`config.mk`:
```
export PLATFORM = sky130hd
export DESIGN_NAME = afesc_regs
export DESIGN_NICKNAME = d
export VERILOG_FILES = /design/src/logic/afesc_pkg.sv /design/src/logic/afesc_out_path.sv /design/src/logic/afesc_regs.sv
export SDC_FILE = /design/constraint.sdc
export NUM_CORES = 1
export LEC_CHECK = 0
export ABC_AREA = 1
export CAP_MARGIN = 30
export CORE_ASPECT_RATIO = 1.25
export CORE_MARGIN = 10
export CORE_UTILIZATION = 55
export DETAILED_ROUTE_END_ITERATION = 8
export DONT_BUFFER_PORTS = 1
export HOLD_SLACK_MARGIN = 0.03
export PLACE_DENSITY = 0.7
export SYNTH_ARGS = -nofsm -noshare
export SYNTH_HDL_FRONTEND = slang
export SYNTH_SLANG_ARGS = --single-unit
```
`constraint.sdc`:
```
create_clock -name clk -period 6.9 [get_ports clk]
set_input_delay 0.345 -clock clk [delete_from_list [all_inputs] [get_ports clk]]
set_output_delay 0.345 -clock clk [all_outputs]
set_load 0.01 [all_outputs]
```
`src/logic/afesc_pkg.sv`:
```
// Constants, field layouts and carrier types of the setup register bank.
// Assumes a single master clock domain and a six-bit register address port.
//
// Contract
// - Global active bit clear powers whole device down; set keeps it active.
// - Double-sampling bit set selects correlated sampling, clear selects single-ended.
// - Monochrome bit clear means colour, set means monochrome operation.
// - Per-block power-down enable lets per-block disable bits switch blocks off.
// - Offset code 00/01 zero output, 10 full positive, 11 full negative.
// - Format code selects 12-bit, 8+4, 6+6 or 4+4+4 output words; 4+4+4 sends its third part only in fast line mode.
// - Invert bit set digitally inverts output code; clear follows video polarity.
// - External reference bit powers clamp DAC down and floats its output.
// - DAC span bit set spans to top reference, clear spans to supply.
// - Delay code adds zero to three converter periods of output latency.
// - Converter period is two master clocks, three in fast line mode.
// - Four-bit clamp level value, default 1111, sets clamp DAC output.
// - Reset timing code shifts reset sample: advance, nominal, retard one, two.
// - Channel code picks red, green, blue; code 11 is reserved.
// - Any write to soft reset location resets all internal cells; the code leaves reg_rdata at its last value.
// - Any write to colour cycle reset returns colour counter to red.
// - Line-sequential bit clear is normal, set is line-by-line colour.
// - Line-by-line forces mono on, channel 00, green and blue gain off.

package afesc_pkg;

	// =========================================================
	// Register addresses
	localparam logic [5:0] ADDR_POWER_SAMPLING = 6'h01;
	localparam logic [5:0] ADDR_OUTPUT_FORMAT  = 6'h02;
	localparam logic [5:0] ADDR_REF_CHANNEL    = 6'h03;
	localparam logic [5:0] ADDR_SOFT_RESET     = 6'h04;
	localparam logic [5:0] ADDR_COLOUR_RESET   = 6'h05;
	localparam logic [5:0] ADDR_LINE_SEQ       = 6'h06;
	localparam logic [5:0] ADDR_REVISION       = 6'h07;
	localparam logic [5:0] ADDR_BLOCK_DISABLE  = 6'h09;

	// =========================================================
	// Values after reset
	localparam logic [7:0] RST_POWER_SAMPLING = 8'h03;
	localparam logic [7:0] RST_OUTPUT_FORMAT  = 8'h20;
	localparam logic [7:0] RST_REF_CHANNEL    = 8'h1f;
	localparam logic [7:0] RST_LINE_SEQ       = 8'h00;
	localparam logic [7:0] RST_BLOCK_DISABLE  = 8'h00;

	// =========================================================
	// Field positions
	localparam int BIT_ACTIVE      = 0;
	localparam int BIT_DOUBLE_SMP  = 1;
	localparam int BIT_MONO        = 2;
	localparam int BIT_PER_BLK_EN  = 3;
	localparam int POS_FS_OFFSET   = 4;
	localparam int BIT_MAX_SPEED   = 6;
	localparam int POS_OUT_FORMAT  = 0;
	localparam int BIT_INVERT      = 2;
	localparam int BIT_EXT_REF     = 3;
	localparam int BIT_DAC_SPAN    = 5;
	localparam int POS_OUT_DELAY   = 6;
	localparam int POS_CLAMP_LEVEL = 0;
	localparam int POS_RST_TIMING  = 4;
	localparam int POS_CHANNEL     = 6;
	localparam int BIT_LINE_SEQ    = 0;

	// Writable bit masks; unlisted bits read as zero
	localparam logic [7:0] MASK_POWER_SAMPLING = 8'h7f;
	localparam logic [7:0] MASK_OUTPUT_FORMAT  = 8'hef;
	localparam logic [7:0] MASK_BLOCK_DISABLE  = 8'h0f;

	// =========================================================
	// Converter clock period in master clocks
	localparam logic [1:0] ADC_PERIOD_NORMAL = 2'h2;
	localparam logic [1:0] ADC_PERIOD_FAST   = 2'h3;

	// =========================================================
	// Codes
	typedef enum logic [1:0] {
		AFESC_FMT_PARALLEL = 2'h0,
		AFESC_FMT_8_4      = 2'h1,
		AFESC_FMT_6_6      = 2'h2,
		AFESC_FMT_4_4_4    = 2'h3
	} afesc_format_type;

	typedef enum logic [1:0] {
		AFESC_OFS_ZERO = 2'h0,
		AFESC_OFS_POS  = 2'h1,
		AFESC_OFS_NEG  = 2'h2
	} afesc_offset_type;

	// Colour auto-cycle position, one-hot
	typedef enum logic [2:0] {
		AFESC_COL_RED   = 3'h1,
		AFESC_COL_GREEN = 3'h2,
		AFESC_COL_BLUE  = 3'h4
	} afesc_colour_type;

	// Decoded analogue controls handed to the front end
	typedef struct packed {
		logic             device_active;
		logic             double_sample;
		logic             mono;
		logic [1:0]       mono_channel;
		logic [3:0]       block_off;      // adc, blue, green, red
		afesc_offset_type offset_mode;
		logic             max_speed;
		logic             clamp_dac_oe_n;
		logic             clamp_span_top;
		logic [3:0]       clamp_level;
		logic [1:0]       reset_timing;
	} afesc_ctrl_type;

endpackage : afesc_pkg

```
`src/logic/afesc_out_path.sv`:
```
// Output word path: polarity, latency line and word multiplexing.
// Assumes tick marks one converter period and phase counts master clocks
// within it; flush clears the latency line.

`timescale 1ns/10ps
`default_nettype none

module afesc_out_path #(
	parameter int WIDTH     = 12,
	parameter int MAX_DELAY = 3
) (
	input  wire logic              clk,
	input  wire logic              rst,
	input  wire logic              flush,
	input  wire logic              tick,
	input  wire logic [1:0]        phase,
	input  wire logic [WIDTH-1:0]  pixel_in,
	input  wire logic              invert,
	input  wire logic [1:0]        delay,
	input  wire logic [1:0]        format,
	output logic      [WIDTH-1:0]  data_out
);

	// =========================================================
	// Elaboration checks
	if (WIDTH != 12) begin : g_bad_width
		$error("afesc_out_path: word split needs WIDTH of 12");
	end
	if (MAX_DELAY != 3) begin : g_bad_delay
		$error("afesc_out_path: delay code spans exactly 3 stages");
	end

	// =========================================================
	// Latency line, one stage per converter period
	logic [WIDTH-1:0] stage [MAX_DELAY+1];
	logic [WIDTH-1:0] chosen;

	always_ff @(posedge clk or posedge rst) begin
		if (rst) begin
			stage[0] <= 12'h000;
		end else if (flush) begin
			stage[0] <= 12'h000;
		end else if (tick) begin
			stage[0] <= invert ? ~pixel_in : pixel_in;
		end
	end

	for (genvar i = 1; i <= MAX_DELAY; i++) begin : g_stage
		always_ff @(posedge clk or posedge rst) begin
			if (rst) begin
				stage[i] <= 12'h000;
			end else if (flush) begin
				stage[i] <= 12'h000;
			end else if (tick) begin
				stage[i] <= stage[i-1];
			end
		end
	end

	assign chosen = stage[delay];

	// split word by format, high part first
	always_ff @(posedge clk or posedge rst) begin
		if (rst) begin
			data_out <= 12'h000;
		end else begin
			case (format)
				afesc_pkg::AFESC_FMT_8_4: begin
					data_out <= (phase == 2'h0) ? {chosen[11:4], 4'h0}
					                            : {chosen[3:0], 8'h00};
				end
				afesc_pkg::AFESC_FMT_6_6: begin
					data_out <= (phase == 2'h0) ? chosen
					                            : {chosen[5:0], 6'h00};
				end
				afesc_pkg::AFESC_FMT_4_4_4: begin
					// Third nibble needs a three-clock period
					case (phase)
						2'h0:    data_out <= chosen;
						2'h1:    data_out <= {chosen[7:0], 4'h0};
						default: data_out <= {chosen[3:0], 8'h00};
					endcase
				end
				default: begin
					data_out <= chosen;
				end
			endcase
		end
	end

	// =========================================================
	// Checks
	// zero-latency parallel word follows input polarity
	chk_invert_word: assert property (
		@(posedge clk) disable iff (rst)
		tick && !flush && format == 2'h0 && delay == 2'h0
			&& $stable(invert) ##1 $stable(invert) && !flush
			&& format == 2'h0 && delay == 2'h0
		|=> data_out == ($past(pixel_in, 2) ^ {WIDTH{$past(invert, 2)}}))
		else $error("output word polarity wrong");

	cov_inverted: cover property (@(posedge clk) disable iff (rst)
		tick && invert && delay == 2'h3);

endmodule : afesc_out_path

`default_nettype wire

```
`src/logic/afesc_regs.sv`:
```
// Setup register bank of an image-sensor digitiser: register port,
// decoded analogue controls, converter clock, colour counter, output path.
// Assumes register writes and reads are single-cycle strobes on clk.

`timescale 1ns/10ps
`default_nettype none

module afesc_regs #(
	parameter logic [7:0] REVISION = 8'h00,  // Arbitrary revision value
	parameter int         WIDTH    = 12
) (
	input  wire logic                      clk,
	input  wire logic                      rst,
	input  wire logic [5:0]                reg_addr,
	input  wire logic [7:0]                reg_wdata,
	input  wire logic                      reg_write,
	input  wire logic                      reg_read,
	output logic      [7:0]                reg_rdata,
	input  wire logic                      fast_line_mode,
	input  wire logic                      colour_advance,
	input  wire logic [WIDTH-1:0]          pixel_in,
	output afesc_pkg::afesc_ctrl_type      ctrl,
	output afesc_pkg::afesc_colour_type    colour_sel,
	output logic                           adc_tick,
	output logic      [WIDTH-1:0]          data_out
);

	// =========================================================
	// Elaboration check
	if (WIDTH != 12) begin : g_bad_width
		$error("afesc_regs: pixel word must be 12 bits");
	end

	// =========================================================
	// Address decode
	function automatic logic hit(input logic [5:0] addr,
	                             input logic [5:0] target);
		hit = reg_write && (addr == target);
	endfunction : hit

	logic soft_reset;
	logic colour_reset;

	assign soft_reset   = hit(reg_addr, afesc_pkg::ADDR_SOFT_RESET);
	assign colour_reset = hit(reg_addr, afesc_pkg::ADDR_COLOUR_RESET);

	// =========================================================
	// Setup registers
	logic [7:0] power_and_sampling_setup;
	logic [7:0] output_format_setup;
	logic [7:0] reference_and_channel_setup;
	logic [7:0] line_sequential_setup;
	logic [7:0] block_disable_setup;

	always_ff @(posedge clk or posedge rst) begin
		if (rst) begin
			power_and_sampling_setup <= afesc_pkg::RST_POWER_SAMPLING;
		end else if (soft_reset) begin
			power_and_sampling_setup <= afesc_pkg::RST_POWER_SAMPLING;
		end else if (hit(reg_addr, afesc_pkg::ADDR_POWER_SAMPLING)) begin
			power_and_sampling_setup <=
				reg_wdata & afesc_pkg::MASK_POWER_SAMPLING;
		end
	end

	// Bit 4 has no function and stays zero
	always_ff @(posedge clk or posedge rst) begin
		if (rst) begin
			output_format_setup <= afesc_pkg::RST_OUTPUT_FORMAT;
		end else if (soft_reset) begin
			output_format_setup <= afesc_pkg::RST_OUTPUT_FORMAT;
		end else if (hit(reg_addr, afesc_pkg::ADDR_OUTPUT_FORMAT)) begin
			output_format_setup <= reg_wdata & afesc_pkg::MASK_OUTPUT_FORMAT;
		end
	end

	// Reference level, reset timing and channel
	always_ff @(posedge clk or posedge rst) begin
		if (rst) begin
			reference_and_channel_setup <= afesc_pkg::RST_REF_CHANNEL;
		end else if (soft_reset) begin
			reference_and_channel_setup <= afesc_pkg::RST_REF_CHANNEL;
		end else if (hit(reg_addr, afesc_pkg::ADDR_REF_CHANNEL)) begin
			reference_and_channel_setup <= reg_wdata;
		end
	end

	// Upper bits kept for readback only; they steer nothing here
	always_ff @(posedge clk or posedge rst) begin
		if (rst) begin
			line_sequential_setup <= afesc_pkg::RST_LINE_SEQ;
		end else if (soft_reset) begin
			line_sequential_setup <= afesc_pkg::RST_LINE_SEQ;
		end else if (hit(reg_addr, afesc_pkg::ADDR_LINE_SEQ)) begin
			line_sequential_setup <= reg_wdata;
		end
	end

	// Per-block disable bits
	always_ff @(posedge clk or posedge rst) begin
		if (rst) begin
			block_disable_setup <= afesc_pkg::RST_BLOCK_DISABLE;
		end else if (soft_reset) begin
			block_disable_setup <= afesc_pkg::RST_BLOCK_DISABLE;
		end else if (hit(reg_addr, afesc_pkg::ADDR_BLOCK_DISABLE)) begin
			block_disable_setup <= reg_wdata & afesc_pkg::MASK_BLOCK_DISABLE;
		end
	end

	// =========================================================
	// Readback, registered; strobes and unmapped addresses read zero
	always_ff @(posedge clk or posedge rst) begin
		if (rst) begin
			reg_rdata <= 8'h00;
		end else if (reg_read) begin
			case (reg_addr)
				afesc_pkg::ADDR_POWER_SAMPLING: reg_rdata <= power_and_sampling_setup;
				afesc_pkg::ADDR_OUTPUT_FORMAT:  reg_rdata <= output_format_setup;
				afesc_pkg::ADDR_REF_CHANNEL:    reg_rdata <= reference_and_channel_setup;
				afesc_pkg::ADDR_LINE_SEQ:       reg_rdata <= line_sequential_setup;
				afesc_pkg::ADDR_REVISION:       reg_rdata <= REVISION;
				afesc_pkg::ADDR_BLOCK_DISABLE:  reg_rdata <= block_disable_setup;
				default:                        reg_rdata <= 8'h00;
			endcase
		end
	end

	// =========================================================
	// Field decode
	logic       active;
	logic       line_seq;
	logic [1:0] fs_code;
	logic [1:0] format;
	logic [1:0] delay;
	logic       invert;

	assign active   = power_and_sampling_setup[afesc_pkg::BIT_ACTIVE];
	assign line_seq = line_sequential_setup[afesc_pkg::BIT_LINE_SEQ];
	assign fs_code  = power_and_sampling_setup[afesc_pkg::POS_FS_OFFSET +: 2];
	assign format   = output_format_setup[afesc_pkg::POS_OUT_FORMAT +: 2];
	assign delay    = output_format_setup[afesc_pkg::POS_OUT_DELAY +: 2];
	assign invert   = output_format_setup[afesc_pkg::BIT_INVERT];

	// Controls to the analogue side, straight from register flops
	always_comb begin
		ctrl = '0;
		ctrl.device_active = active;
		ctrl.double_sample =
			power_and_sampling_setup[afesc_pkg::BIT_DOUBLE_SMP];
		// mono or colour, forced in line mode
		ctrl.mono = power_and_sampling_setup[afesc_pkg::BIT_MONO] | line_seq;
		// channel code, forced to red in line mode
		ctrl.mono_channel = line_seq ? 2'h0 :
			reference_and_channel_setup[afesc_pkg::POS_CHANNEL +: 2];
		// per-block off only when enabled, all off when inactive
		for (int b = 0; b < 4; b++) begin
			ctrl.block_off[b] = !active ||
				(power_and_sampling_setup[afesc_pkg::BIT_PER_BLK_EN]
				 && block_disable_setup[b]);
		end
		// green and blue gain off in line mode
		if (line_seq) begin
			ctrl.block_off[1] = 1'b1;
			ctrl.block_off[2] = 1'b1;
		end
		case (fs_code)
			2'h2:    ctrl.offset_mode = afesc_pkg::AFESC_OFS_POS;
			2'h3:    ctrl.offset_mode = afesc_pkg::AFESC_OFS_NEG;
			default: ctrl.offset_mode = afesc_pkg::AFESC_OFS_ZERO;
		endcase
		ctrl.max_speed = power_and_sampling_setup[afesc_pkg::BIT_MAX_SPEED];
		// external reference floats the clamp DAC
		ctrl.clamp_dac_oe_n = !active ||
			output_format_setup[afesc_pkg::BIT_EXT_REF];
		ctrl.clamp_span_top = output_format_setup[afesc_pkg::BIT_DAC_SPAN];
		ctrl.clamp_level =
			reference_and_channel_setup[afesc_pkg::POS_CLAMP_LEVEL +: 4];
		ctrl.reset_timing =
			reference_and_channel_setup[afesc_pkg::POS_RST_TIMING +: 2];
	end

	// =========================================================
	// Converter clock divider; stops while powered down
	logic [1:0] phase;
	logic [1:0] period;

	// two or three master clocks per period
	assign period   = fast_line_mode ? afesc_pkg::ADC_PERIOD_FAST
	                                 : afesc_pkg::ADC_PERIOD_NORMAL;
	assign adc_tick = active && (phase == period - 2'h1);

	always_ff @(posedge clk or posedge rst) begin
		if (rst) begin
			phase <= 2'h0;
		end else if (soft_reset || !active || phase >= period - 2'h1) begin
			phase <= 2'h0;
		end else begin
			phase <= phase + 2'h1;
		end
	end

	// =========================================================
	// Colour auto-cycle counter, red then green then blue
	afesc_pkg::afesc_colour_type next_colour;

	always_comb begin
		case (colour_sel)
			afesc_pkg::AFESC_COL_RED:   next_colour = afesc_pkg::AFESC_COL_GREEN;
			afesc_pkg::AFESC_COL_GREEN: next_colour = afesc_pkg::AFESC_COL_BLUE;
			default:                    next_colour = afesc_pkg::AFESC_COL_RED;
		endcase
	end

	// restart wins over an advance in the same cycle
	always_ff @(posedge clk or posedge rst) begin
		if (rst) begin
			colour_sel <= afesc_pkg::AFESC_COL_RED;
		end else if (soft_reset || colour_reset) begin
			colour_sel <= afesc_pkg::AFESC_COL_RED;
		end else if (colour_advance) begin
			colour_sel <= next_colour;
		end
	end

	// =========================================================
	// Output word path
	afesc_out_path #(
		.WIDTH     (WIDTH),
		.MAX_DELAY (3)
	) u_out_path (
		.clk      (clk),
		.rst      (rst),
		.flush    (soft_reset || !active),
		.tick     (adc_tick),
		.phase    (phase),
		.pixel_in (pixel_in),
		.invert   (invert),
		.delay    (delay),
		.format   (format),
		.data_out (data_out)
	);

	// =========================================================
	// Checks
	chk_soft_reset_defaults: assert property (
		@(posedge clk) disable iff (rst)
		soft_reset |=> power_and_sampling_setup == 8'h03
			&& output_format_setup == 8'h20
			&& reference_and_channel_setup == 8'h1f
			&& line_sequential_setup == 8'h00)
		else $error("soft reset left a setup field off default");

	chk_power_down_all: assert property (
		@(posedge clk) disable iff (rst)
		hit(reg_addr, 6'h01) && !reg_wdata[0]
		|=> !ctrl.device_active && ctrl.block_off == 4'hf
			&& !adc_tick [*2])
		else $error("power down did not stop the device");

	chk_sampling_mode: assert property (
		@(posedge clk) disable iff (rst)
		hit(reg_addr, 6'h01) |=> ctrl.double_sample == $past(reg_wdata[1]))
		else $error("sampling mode does not follow write");

	chk_line_forces_mono: assert property (
		@(posedge clk) disable iff (rst)
		line_seq |-> ctrl.mono && ctrl.mono_channel == 2'h0
			&& ctrl.block_off[2:1] == 2'h3)
		else $error("line mode did not force mono red");

	chk_tick_normal: assert property (
		@(posedge clk) disable iff (rst)
		adc_tick && !fast_line_mode && !soft_reset
			##1 (active && !fast_line_mode && !soft_reset)
			##1 (active && !fast_line_mode)
		|-> adc_tick && !$past(adc_tick))
		else $error("normal converter period is not two clocks");

	chk_tick_fast: assert property (
		@(posedge clk) disable iff (rst)
		adc_tick && fast_line_mode && !soft_reset
			##1 (active && fast_line_mode && !soft_reset) [*2]
			##1 (active && fast_line_mode)
		|-> adc_tick && !$past(adc_tick) && !$past(adc_tick, 2))
		else $error("fast converter period is not three clocks");

	chk_colour_restart: assert property (
		@(posedge clk) disable iff (rst)
		colour_reset |=> colour_sel == afesc_pkg::AFESC_COL_RED)
		else $error("colour counter not back at red");

	chk_ext_ref_float: assert property (
		@(posedge clk) disable iff (rst)
		hit(reg_addr, 6'h02) && reg_wdata[3] |=> ctrl.clamp_dac_oe_n)
		else $error("clamp DAC still driven with external reference");

	chk_offset_code: assert property (
		@(posedge clk) disable iff (rst)
		hit(reg_addr, 6'h01) && reg_wdata[5:4] == 2'h3
		|=> ctrl.offset_mode == afesc_pkg::AFESC_OFS_NEG)
		else $error("negative offset code not decoded");

	cov_soft_reset: cover property (@(posedge clk) disable iff (rst)
		soft_reset);
	cov_fast_line: cover property (@(posedge clk) disable iff (rst)
		adc_tick && fast_line_mode && line_seq);
	cov_colour_wrap: cover property (@(posedge clk) disable iff (rst)
		colour_sel == afesc_pkg::AFESC_COL_BLUE && colour_advance);

endmodule : afesc_regs

`default_nettype wire

```
== Yosys cells after proc, flatten, opt, wreduce, memory -nomap -nowiden ==
Index checks and enable logic that the tools add are counted.

* Register bits: 113
* Input bits: 32
* Output and inout bits: 44
* Word-level logic and storage cells: 100

* Add/subtract/negate cells: 2
* Order comparisons: 2
* Equal/unequal tests: 16
* Multiplexer cells: 35
* Bitwise logic cells: 3
* Reductions and logical operators: 29

{| class="wikitable"
|+ Operators by type and width
! operator !! number
|-
| 12-bit two-way mux || 13
|-
| 8-bit two-way mux || 10
|-
| 8-bit one-hot mux with 5 select lines || 1
|-
| 12-bit one-hot mux with 3 select lines || 1
|-
| 12-bit binary-select mux with 2-bit select || 1
|-
| 12-bit one-hot mux with 2 select lines || 1
|-
| 6-bit by 3-bit == test with 1-bit output (second input constant) || 3
|-
| 2-bit nonzero test || 7
|-
| 6-bit by 2-bit == test with 1-bit output (second input constant) || 2
|-
| 1-bit logical AND || 12
|-
| 12-bit inverter || 1
|-
| 2-bit == test (second input constant) || 4
|-
| 1-bit logical OR || 8
|-
| 6-bit by 1-bit == test with 1-bit output (second input constant) || 1
|-
| 6-bit by 4-bit == test with 1-bit output (second input constant) || 1
|-
| 2-bit two-way mux || 3
|-
| 3-bit two-way mux || 2
|-
| 3-bit one-hot mux with 2 select lines || 1
|-
| 2-bit by 1-bit == test with 1-bit output (second input constant) || 2
|-
| 2-bit one-hot mux with 2 select lines || 1
|-
| 3-bit by 1-bit == test with 1-bit output (second input constant) || 1
|-
| 3-bit by 2-bit == test with 1-bit output (second input constant) || 1
|-
| 3-bit >= comparator (second input constant) || 1
|-
| 2-bit inverter with 3-bit output || 1
|-
| other kinds (8) || 8
|}

== Longest topological paths before layout ==
Gate-level depths: netlist of the first run.

* Depth after elaboration: 6
* Depth in mapped cells: 10

== Hierarchy ==
Synthesis of the first run repeated with hierarchy kept, for this count alone.

* Cells, all modules: 685
* Area total of the unflattened synthesis: 5,746.8 um^2

{| class="wikitable"
|+ Modules (own cells, without submodules)
! module !! instances !! cells each !! area an instance (um^2) !! sequential area each (um^2)
|-
| afesc_out_path || 1 || 349 || 3,045.4 || 1,501.4
|-
| afesc_regs || 1 || 336 || 2,701.3 || 1,187.4
|}

== Least setup slack after synthesis of the first run ==
OpenSTA, ideal clock, no wires.

* Path kind: input-to-reg
* Start: input port fast_line_mode
* End: register u_out_path.stage[36] in the netlist's numbering
* Setup time: 0.066 ns
* Arrival: 1.519 ns
* Path slack: 5.314 ns
* Cell stages on the path: 8
* Cells stage by stage: inv_1 -> ha_1 -> nand2_1 -> nor3_1 -> buf_2 -> buf_2 -> nand2_1 -> nand2_1

* Cells in the longest elaborated chain, start to end: 5

{| class="wikitable"
|+ RTL lines
! what !! RTL line !! RTL
|-
| start, declared || afesc_regs.sv:19 || <nowiki>input wire logic fast_line_mode,</nowiki>
|-
| 1-bit two-way mux || afesc_regs.sv:188 || <nowiki>assign period = fast_line_mode ? afesc_pkg::ADC_PERIOD_FAST</nowiki>
|-
| 2-bit by 1-bit subtractor with 2-bit output || afesc_regs.sv:190 || <nowiki>assign adc_tick = active && (phase == period - 2'h1);</nowiki>
|-
| 2-bit == test || afesc_regs.sv:190 ||
|-
| 1-bit logical AND || afesc_regs.sv:190 ||
|-
| 2-bit nonzero test (no source line) || -- ||
|-
| end, declared || afesc_out_path.sv:35 || <nowiki>logic [WIDTH-1:0] stage [MAX_DELAY+1];</nowiki>
|}

Every way passes these cells.
A chain may end at the register's enable or synchronous reset.

== Final worst setup path of the first run ==
* Start: register output_format_setup[6]
* End: register u_out_path.data_out[10]

* Cells in the longest elaborated chain, start to end: 6

{| class="wikitable"
|+ RTL lines
! what !! RTL line !! RTL
|-
| start, declared || afesc_regs.sv:50 || <nowiki>logic [7:0] output_format_setup;</nowiki>
|-
| start signal, assigned || afesc_regs.sv:69 || <nowiki>output_format_setup <= afesc_pkg::RST_OUTPUT_FORMAT;</nowiki>
|-
| start signal, assigned || afesc_regs.sv:71 || <nowiki>output_format_setup <= afesc_pkg::RST_OUTPUT_FORMAT;</nowiki>
|-
| start signal, assigned || afesc_regs.sv:73 || <nowiki>output_format_setup <= reg_wdata & afesc_pkg::MASK_OUTPUT_FORMAT;</nowiki>
|-
| 2-bit inverter with 3-bit output (implied by the code) (*) || afesc_out_path.sv:60 || <nowiki>assign chosen = stage[delay];</nowiki>
|-
| 12-bit binary-select mux with 2-bit select (*) || afesc_out_path.sv:60 ||
|-
| 12-bit two-way mux (implied by the code) (*) (2 in a row) || afesc_out_path.sv:60 ||
|-
| 12-bit one-hot mux with 2 select lines, or another cell as far along || afesc_out_path.sv:78 || <nowiki>case (phase)</nowiki>
|-
| 12-bit one-hot mux with 3 select lines (*) || afesc_out_path.sv:67 || <nowiki>case (format)</nowiki>
|-
| end signal, assigned || afesc_out_path.sv:69 || <nowiki>data_out <= (phase == 2'h0) ? {chosen[11:4], 4'h0}</nowiki>
|-
| end signal, assigned || afesc_out_path.sv:79 || <nowiki>2'h0: data_out <= chosen;</nowiki>
|-
| end signal, assigned || afesc_out_path.sv:80 || <nowiki>2'h1: data_out <= {chosen[7:0], 4'h0};</nowiki>
|-
| end, declared || afesc_out_path.sv:21 || <nowiki>output logic [WIDTH-1:0] data_out</nowiki>
|}

Every way passes the cells marked *; elsewhere a longest branch is shown, timed or not. The select of a mux whose other input is x is not followed.

==> flow_metrics.tcl, run 1 <==
set metrics [dict create \
    worstPathRequired_ns 7.12 \
    arrival_ns 2.57 \
    p_per_area_nw_per_um2 364 \
    gp_congestion 0.897 \
    ys_ff_latch 107 \
    hpwl_mm 10.5 \
    ios 76 \
    seq_area_frac_synth_pct 49.8 \
    grt_use_total_pct 21.0 \
    final_nets 722 \
    use_met3_pct 3.87 \
    grt_use_met2_pct 35.9 \
    max_freq_mhz 426 \
    clk_pin_slew_ns 0.07 \
    maxSlewHeadroom_pct 39.6 \
    numCtsBuffers 9 \
    netlist_instances 709 \
    synthTopCellsByArea "dfrtp_1, nand2_1, nand3_1" \
    leakagePower_nw 2.95 \
    p_total_mw 2.07 \
    layout-drive-gt1-share_pct 6.37 \
    first_pass_iters 6 \
    grt_pass1_vias 4635 \
    dieHeight_um 131 \
    vdd_drop_max_mv 0.242 \
    synth_area_per_cell_um2 7.61 \
    grt_max_degree 73 \
    met1_usage_pct 24.5 \
    top_usage_layer "met2" \
    clkSinkCount 107 \
    tns_ns 0 \
    clock_latency_ns 0.35 \
    path_class "flop to flop" \
    ys_types 26 \
    coreArea_um2 9610 \
    regArea_um2 2690 \
    synthToLayoutAreaGrowth_pct 5.38 \
    root_buffer "clkbuf_16" \
    hold_violations 0 \
    min-delay-path-class "input port to flop" \
    cts_tree "done" \
    yosysWarnings 0 \
    initial_utilization_pct 56.2 \
    fin_util_pct 59.2 \
    post_drt_via_cell_ratio 5.59 \
    syn_nets 745 \
    multi_input_area_um2 2340 \
    synth_top_area_share_pct 45.4 \
    grt_setup_unrepaired "no" \
    worst_setup_path_start_kind "flop" \
    outcome "finished, final reports clean" \
    cts-htree-levels 3 \
    max-cap-violations 0 \
    final_common_cell "nand2_1" \
    end_kind "flop" \
    slew_viol_final 0 \
    fin_crit_sh_pct 34.0 \
    drc_errors 0 \
    critical_path.max_fanout 27 \
    num-fill-cells 919 \
    die_w_um 109 \
    tightestPinTransition_ns 0.905 \
    port_buffers 0 \
    design.die.area_um2 14200 \
    wl_mm 14.3 \
    ant_nets 0 \
    grt_pass1_wl_mm 23.5 \
    fin_crit_ns 2.35 \
    setup_violations 0 \
    antenna_found_initial 0 \
    diodes 0 \
    finClkSkew_ns 0.00683 \
    drt-initial-drc-count 273 \
    grt_overflow_total 0 \
    avgRoutedWirePerCell_um 17.5 \
    vias 4568 \
    most-common-layout-cells "nand2_1, nand3_1, dfrtp_1" \
    clockBufferDepth 2 \
    syn-cell-area_um2 5400 \
    synth_top_cell_by_area "dfrtp_1" \
    rows 40 \
]
[worst max-delay path, cell delays in order, from the launching register on]
cell,delay [ns]
dfrtp_1,0.90
inv_1,0.58
nand2_1,0.17
nand3_1,0.12
nand3_1,0.20
nand3_1,0.11
nand2_1,0.06
nand4_1,0.07
[cell usage after synthesis, drive strengths merged]
cell type and n:
nand2 279, nand3 126, dfrtp 98, nor2 51
inv 41, buf 29, o21ai 24, xor2 12
clkbuf 11, dfstp 9, nand4 7, o31ai 5
ha 4, o211ai 4, nor3 3, a21oi 2
o22ai 2, or2 2
[sequential cells by signal (all words and copies together) (netlist names)]
register	count
u_out_path.stage	48
u_out_path.data_out	12
line_sequential_setup	8
reference_and_channel_setup	8
reg_rdata	8
output_format_setup	7
power_and_sampling_setup	7
block_disable_setup	4
colour_sel	3
phase	2
[power breakdown]
part | total [mW] | switching, mW | internal, mW
Sequential | 0.977 | 0.185 | 0.793
Clock | 0.518 | 0.226 | 0.292
Combinational | 0.577 | 0.402 | 0.174
[per-layer routing]
metal,routed length (µm),vias to the layer above
li1,-,2219
met1,5720,2161
met2,7250,150
met3,795,38
met4,517,0
met5,0,-
[final timing paths]
kind	start	endpoint	slack, ns	cells after the start
setup / recovery	output_format_setup[6]$_DFFE_PP0P_	u_out_path.data_out[10]$_DFF_PP0_	4.55	7
hold / removal	reg_read	reg_rdata[7]$_DFFE_PP0P_	0.11	2
setup reg to reg	output_format_setup[6]$_DFFE_PP0P_	u_out_path.data_out[10]$_DFF_PP0_	4.55	7
hold reg to reg	phase[0]$_DFF_PP0_	phase[0]$_DFF_PP0_	0.46	1
max in group asynchronous	rst	u_out_path.stage[18]$_DFFE_PP0P_	5.15	3
min in group asynchronous	rst	colour_sel[2]$_DFFE_PP0P_	0.49	2
[stage by stage]
| step | area [µm²] | std cells | worst slack [ns] | hold WS [ns] |
|---|---|---|---|---|
| CTS | 5690 | 817 | 4.61 | 0.108 |
| detailed placement | 5380 | 800 | 4.63 | 0.265 |
| floorplan | 5400 | 709 | 3.75 | 0.430 |
| global placement | 5380 | 800 | 4.69 | 0.262 |
| finish | 5690 | 817 | 4.55 | 0.111 |
| global route | 5690 | 817 | 4.31 | 0.126 |
[what timing repair did]
item | 4_1_cts | 5_1_grt
resized for setup | 0 | 0
hold endpoints to repair | 33 | 0
hold buffers | 1 | 0
setup buffers | 0 | 0
[kinds of logic (layout without fill, tap and decap cells)]
logic type,Yosys count,in the layout,share of synthesized area [%]
AO/OA/AOI/OAI,37,37,3.89
buffers and inverters,81,63,6.93
AND/OR/NAND/NOR,468,468,36.5
XOR/XNOR,12,12,1.95
adder cells (fa/ha/maj),4,4,0.927
flip-flops,107,107,49.8
[layout make-up]
type	count	share of cell area, %
flip-flops and latches	107	47.3
multi-input cells	521	41.1
clock buffers	12	4.33
well taps	126	2.77
inverters	41	2.75
clock inverters	4	0.902
repair buffers	6	0.836
Power figures use the tool's default switching activity.
==> inputs of run 2 (changes only) <==
==> constraint.sdc (replaced) <==
create_clock -name clk -period 2.24 [get_ports clk]
set_input_delay 0.112 -clock clk [delete_from_list [all_inputs] [get_ports clk]]
set_output_delay 0.112 -clock clk [all_outputs]
set_load 0.01 [all_outputs]
==> flow_metrics.tcl, run 2 (synthesized netlist as in run 1, its figures left out) <==
set metrics [dict create \
    p_per_area_nw_per_um2 1080 \
    final_nets 752 \
    layout-drive-gt1-share_pct 7.21 \
    clockBufferDepth 2 \
    slew_viol_final 0 \
    max-cap-violations 0 \
    diodes 0 \
    clkSinkCount 107 \
    clock_latency_ns 0.35 \
    cts-htree-levels 3 \
    tns_ns 0 \
    hpwl_mm 10.6 \
    root_buffer "clkbuf_16" \
    grt_overflow_total 0 \
    outcome "finished, final reports clean" \
    most-common-layout-cells "nand2_1, nand3_1, dfrtp_1" \
    dieHeight_um 131 \
    grt_pass1_wl_mm 24.0 \
    drc_errors 0 \
    hold_path_depth 2 \
    path_class "flop to output pin" \
    avgRoutedWirePerCell_um 17.4 \
    worst_setup_path_start_kind "flop" \
    design.die.area_um2 14200 \
    maxSlewHeadroom_pct 52.8 \
    dp_cells 807 \
    clk_pin_slew_ns 0.07 \
    finClkSkew_ns 0.00463 \
    r2r_slack_ns 0.51 \
    max_freq_mhz 508 \
    rows 40 \
    vdd_drop_max_mv 0.632 \
    min-delay-path-class "input port to flop" \
    reg_top3 "u_out_path.stage: 48 flops, u_out_path.data_out: 12 flops" \
    arrival_ns 1.86 \
    wl_mm 14.7 \
    r2r_cells 5 \
    gp_congestion 0.965 \
    reg2reg_to "phase[0]$_DFF_PP0_" \
    rr_startpoint "power_and_sampling_setup[0]$_DFFE_PP1P_" \
    slowest_stage "buf_4" \
    critical_path.max_fanout 50 \
    post_drt_via_cell_ratio 5.66 \
    grt_use_total_pct 21.5 \
    hold_violations 0 \
    grt_pass1_vias 4764 \
    cts_hold_buf 24 \
    crit_path_frequent_cell "buf_4" \
    crit_chain "inv_1, ha_1, nand2_1, buf_4, nor2_1, buf_4" \
    antenna_found_initial 0 \
    coreArea_um2 9610 \
    numCtsBuffers 9 \
    initial_utilization_pct 56.2 \
    end_kind "output pin" \
    synthToLayoutAreaGrowth_pct 10.8 \
    cts_resized 0 \
    port_buffers 0 \
    crit_path_start "phase[0]$_DFF_PP0_" \
    worstPathRequired_ns 2.13 \
    vias 4796 \
    ios 76 \
    hold_path_end "line_sequential_setup[6]$_DFFE_PP0P_" \
    largest_reg_flops 48 \
    cpPeakStageDelay_ns 0.45 \
    die_w_um 109 \
    drt-initial-drc-count 276 \
    cts_tree "done" \
    tightestPinTransition_ns 0.705 \
    worstHoldStart "reg_wdata[6]" \
    fin_crit_sh_pct 87.9 \
    grt_setup_unrepaired "no" \
    largest-register "u_out_path.stage" \
    num-fill-cells 847 \
    first_pass_iters 5 \
    post_cts_buffers 0 \
    final_common_cell "nand2_1" \
    final_cells 847 \
    fin_crit_ns 1.97 \
    leakagePower_nw 3.07 \
    setup_violations 0 \
    ant_nets 0 \
    grt_max_degree 64 \
]
==> run 2: area by class of cell <==
class / count / area, µm² / share of cell area, %
tap: 126 / 158 / 2.63
multi-input combinational: 521 / 2340 / 39.1
clock inverter: 6 / 66.3 / 1.11
sequential: 107 / 2690 / 44.9
timing repair buffer: 36 / 343 / 5.73
clock buffer: 10 / 229 / 3.83
inverter: 41 / 158 / 2.63
==> run 2: report_power, final <==
| part | switching, mW | total, mW | internal [mW] | leakage (nW) |
|---|---|---|---|---|
| registers | 0.497 | 2.94 | 2.44 | 1.40 |
| logic | 1.35 | 1.95 | 0.596 | 1.54 |
| clock network | 0.716 | 1.58 | 0.867 | 0.135 |
| total | 2.57 | 6.47 | 3.91 | 3.07 |
==> run 2: worst max path at each step <==
stage                                                   to  slack [ns]  cells past startpoint
final                                             adc_tick        0.27                      6
after global routing                              adc_tick        0.14                      6
after CTS                                         adc_tick        0.28                      6
after detailed placement  u_out_path.stage[38]$_DFFE_PP0P_        0.50                      5
after global placement                  phase[0]$_DFF_PP0_        0.52                      5
after floorplan           u_out_path.stage[36]$_DFFE_PP0P_        0.66                      8
==> run 2: per-stage QoR <==
stage	setup WS, ns	instance area [µm²]	utilization [%]	hold WS (ns)	power, mW
after floorplan	0.664	5400	-	0.258	4.33
after detailed placement	0.504	5450	56.7	0.0582	4.87
after CTS	0.284	5980	62.3	0.0334	6.49
after global routing	0.144	5980	62.3	0.0570	6.87
final	0.271	5980	62.3	0.0379	6.47
after global placement	0.520	5450	56.7	0.0518	4.83
==> run 2: metal layers <==
layer | wire [µm] | vias up | track usage, %
li1 | - | 2278 | -
met1 | 5470 | 2274 | 24.0
met2 | 7750 | 206 | 37.9
met3 | 906 | 38 | 3.92
met4 | 580 | 0 | 11.5
met5 | 0 | - | 0
==> run 2: critical path: cells and delay by family (launching register included) <==
kind,cells,cell delay [ns]
buf+inv,3,0.68
flops,1,0.37
fa+ha+maj,1,0.27
simple gates,2,0.18
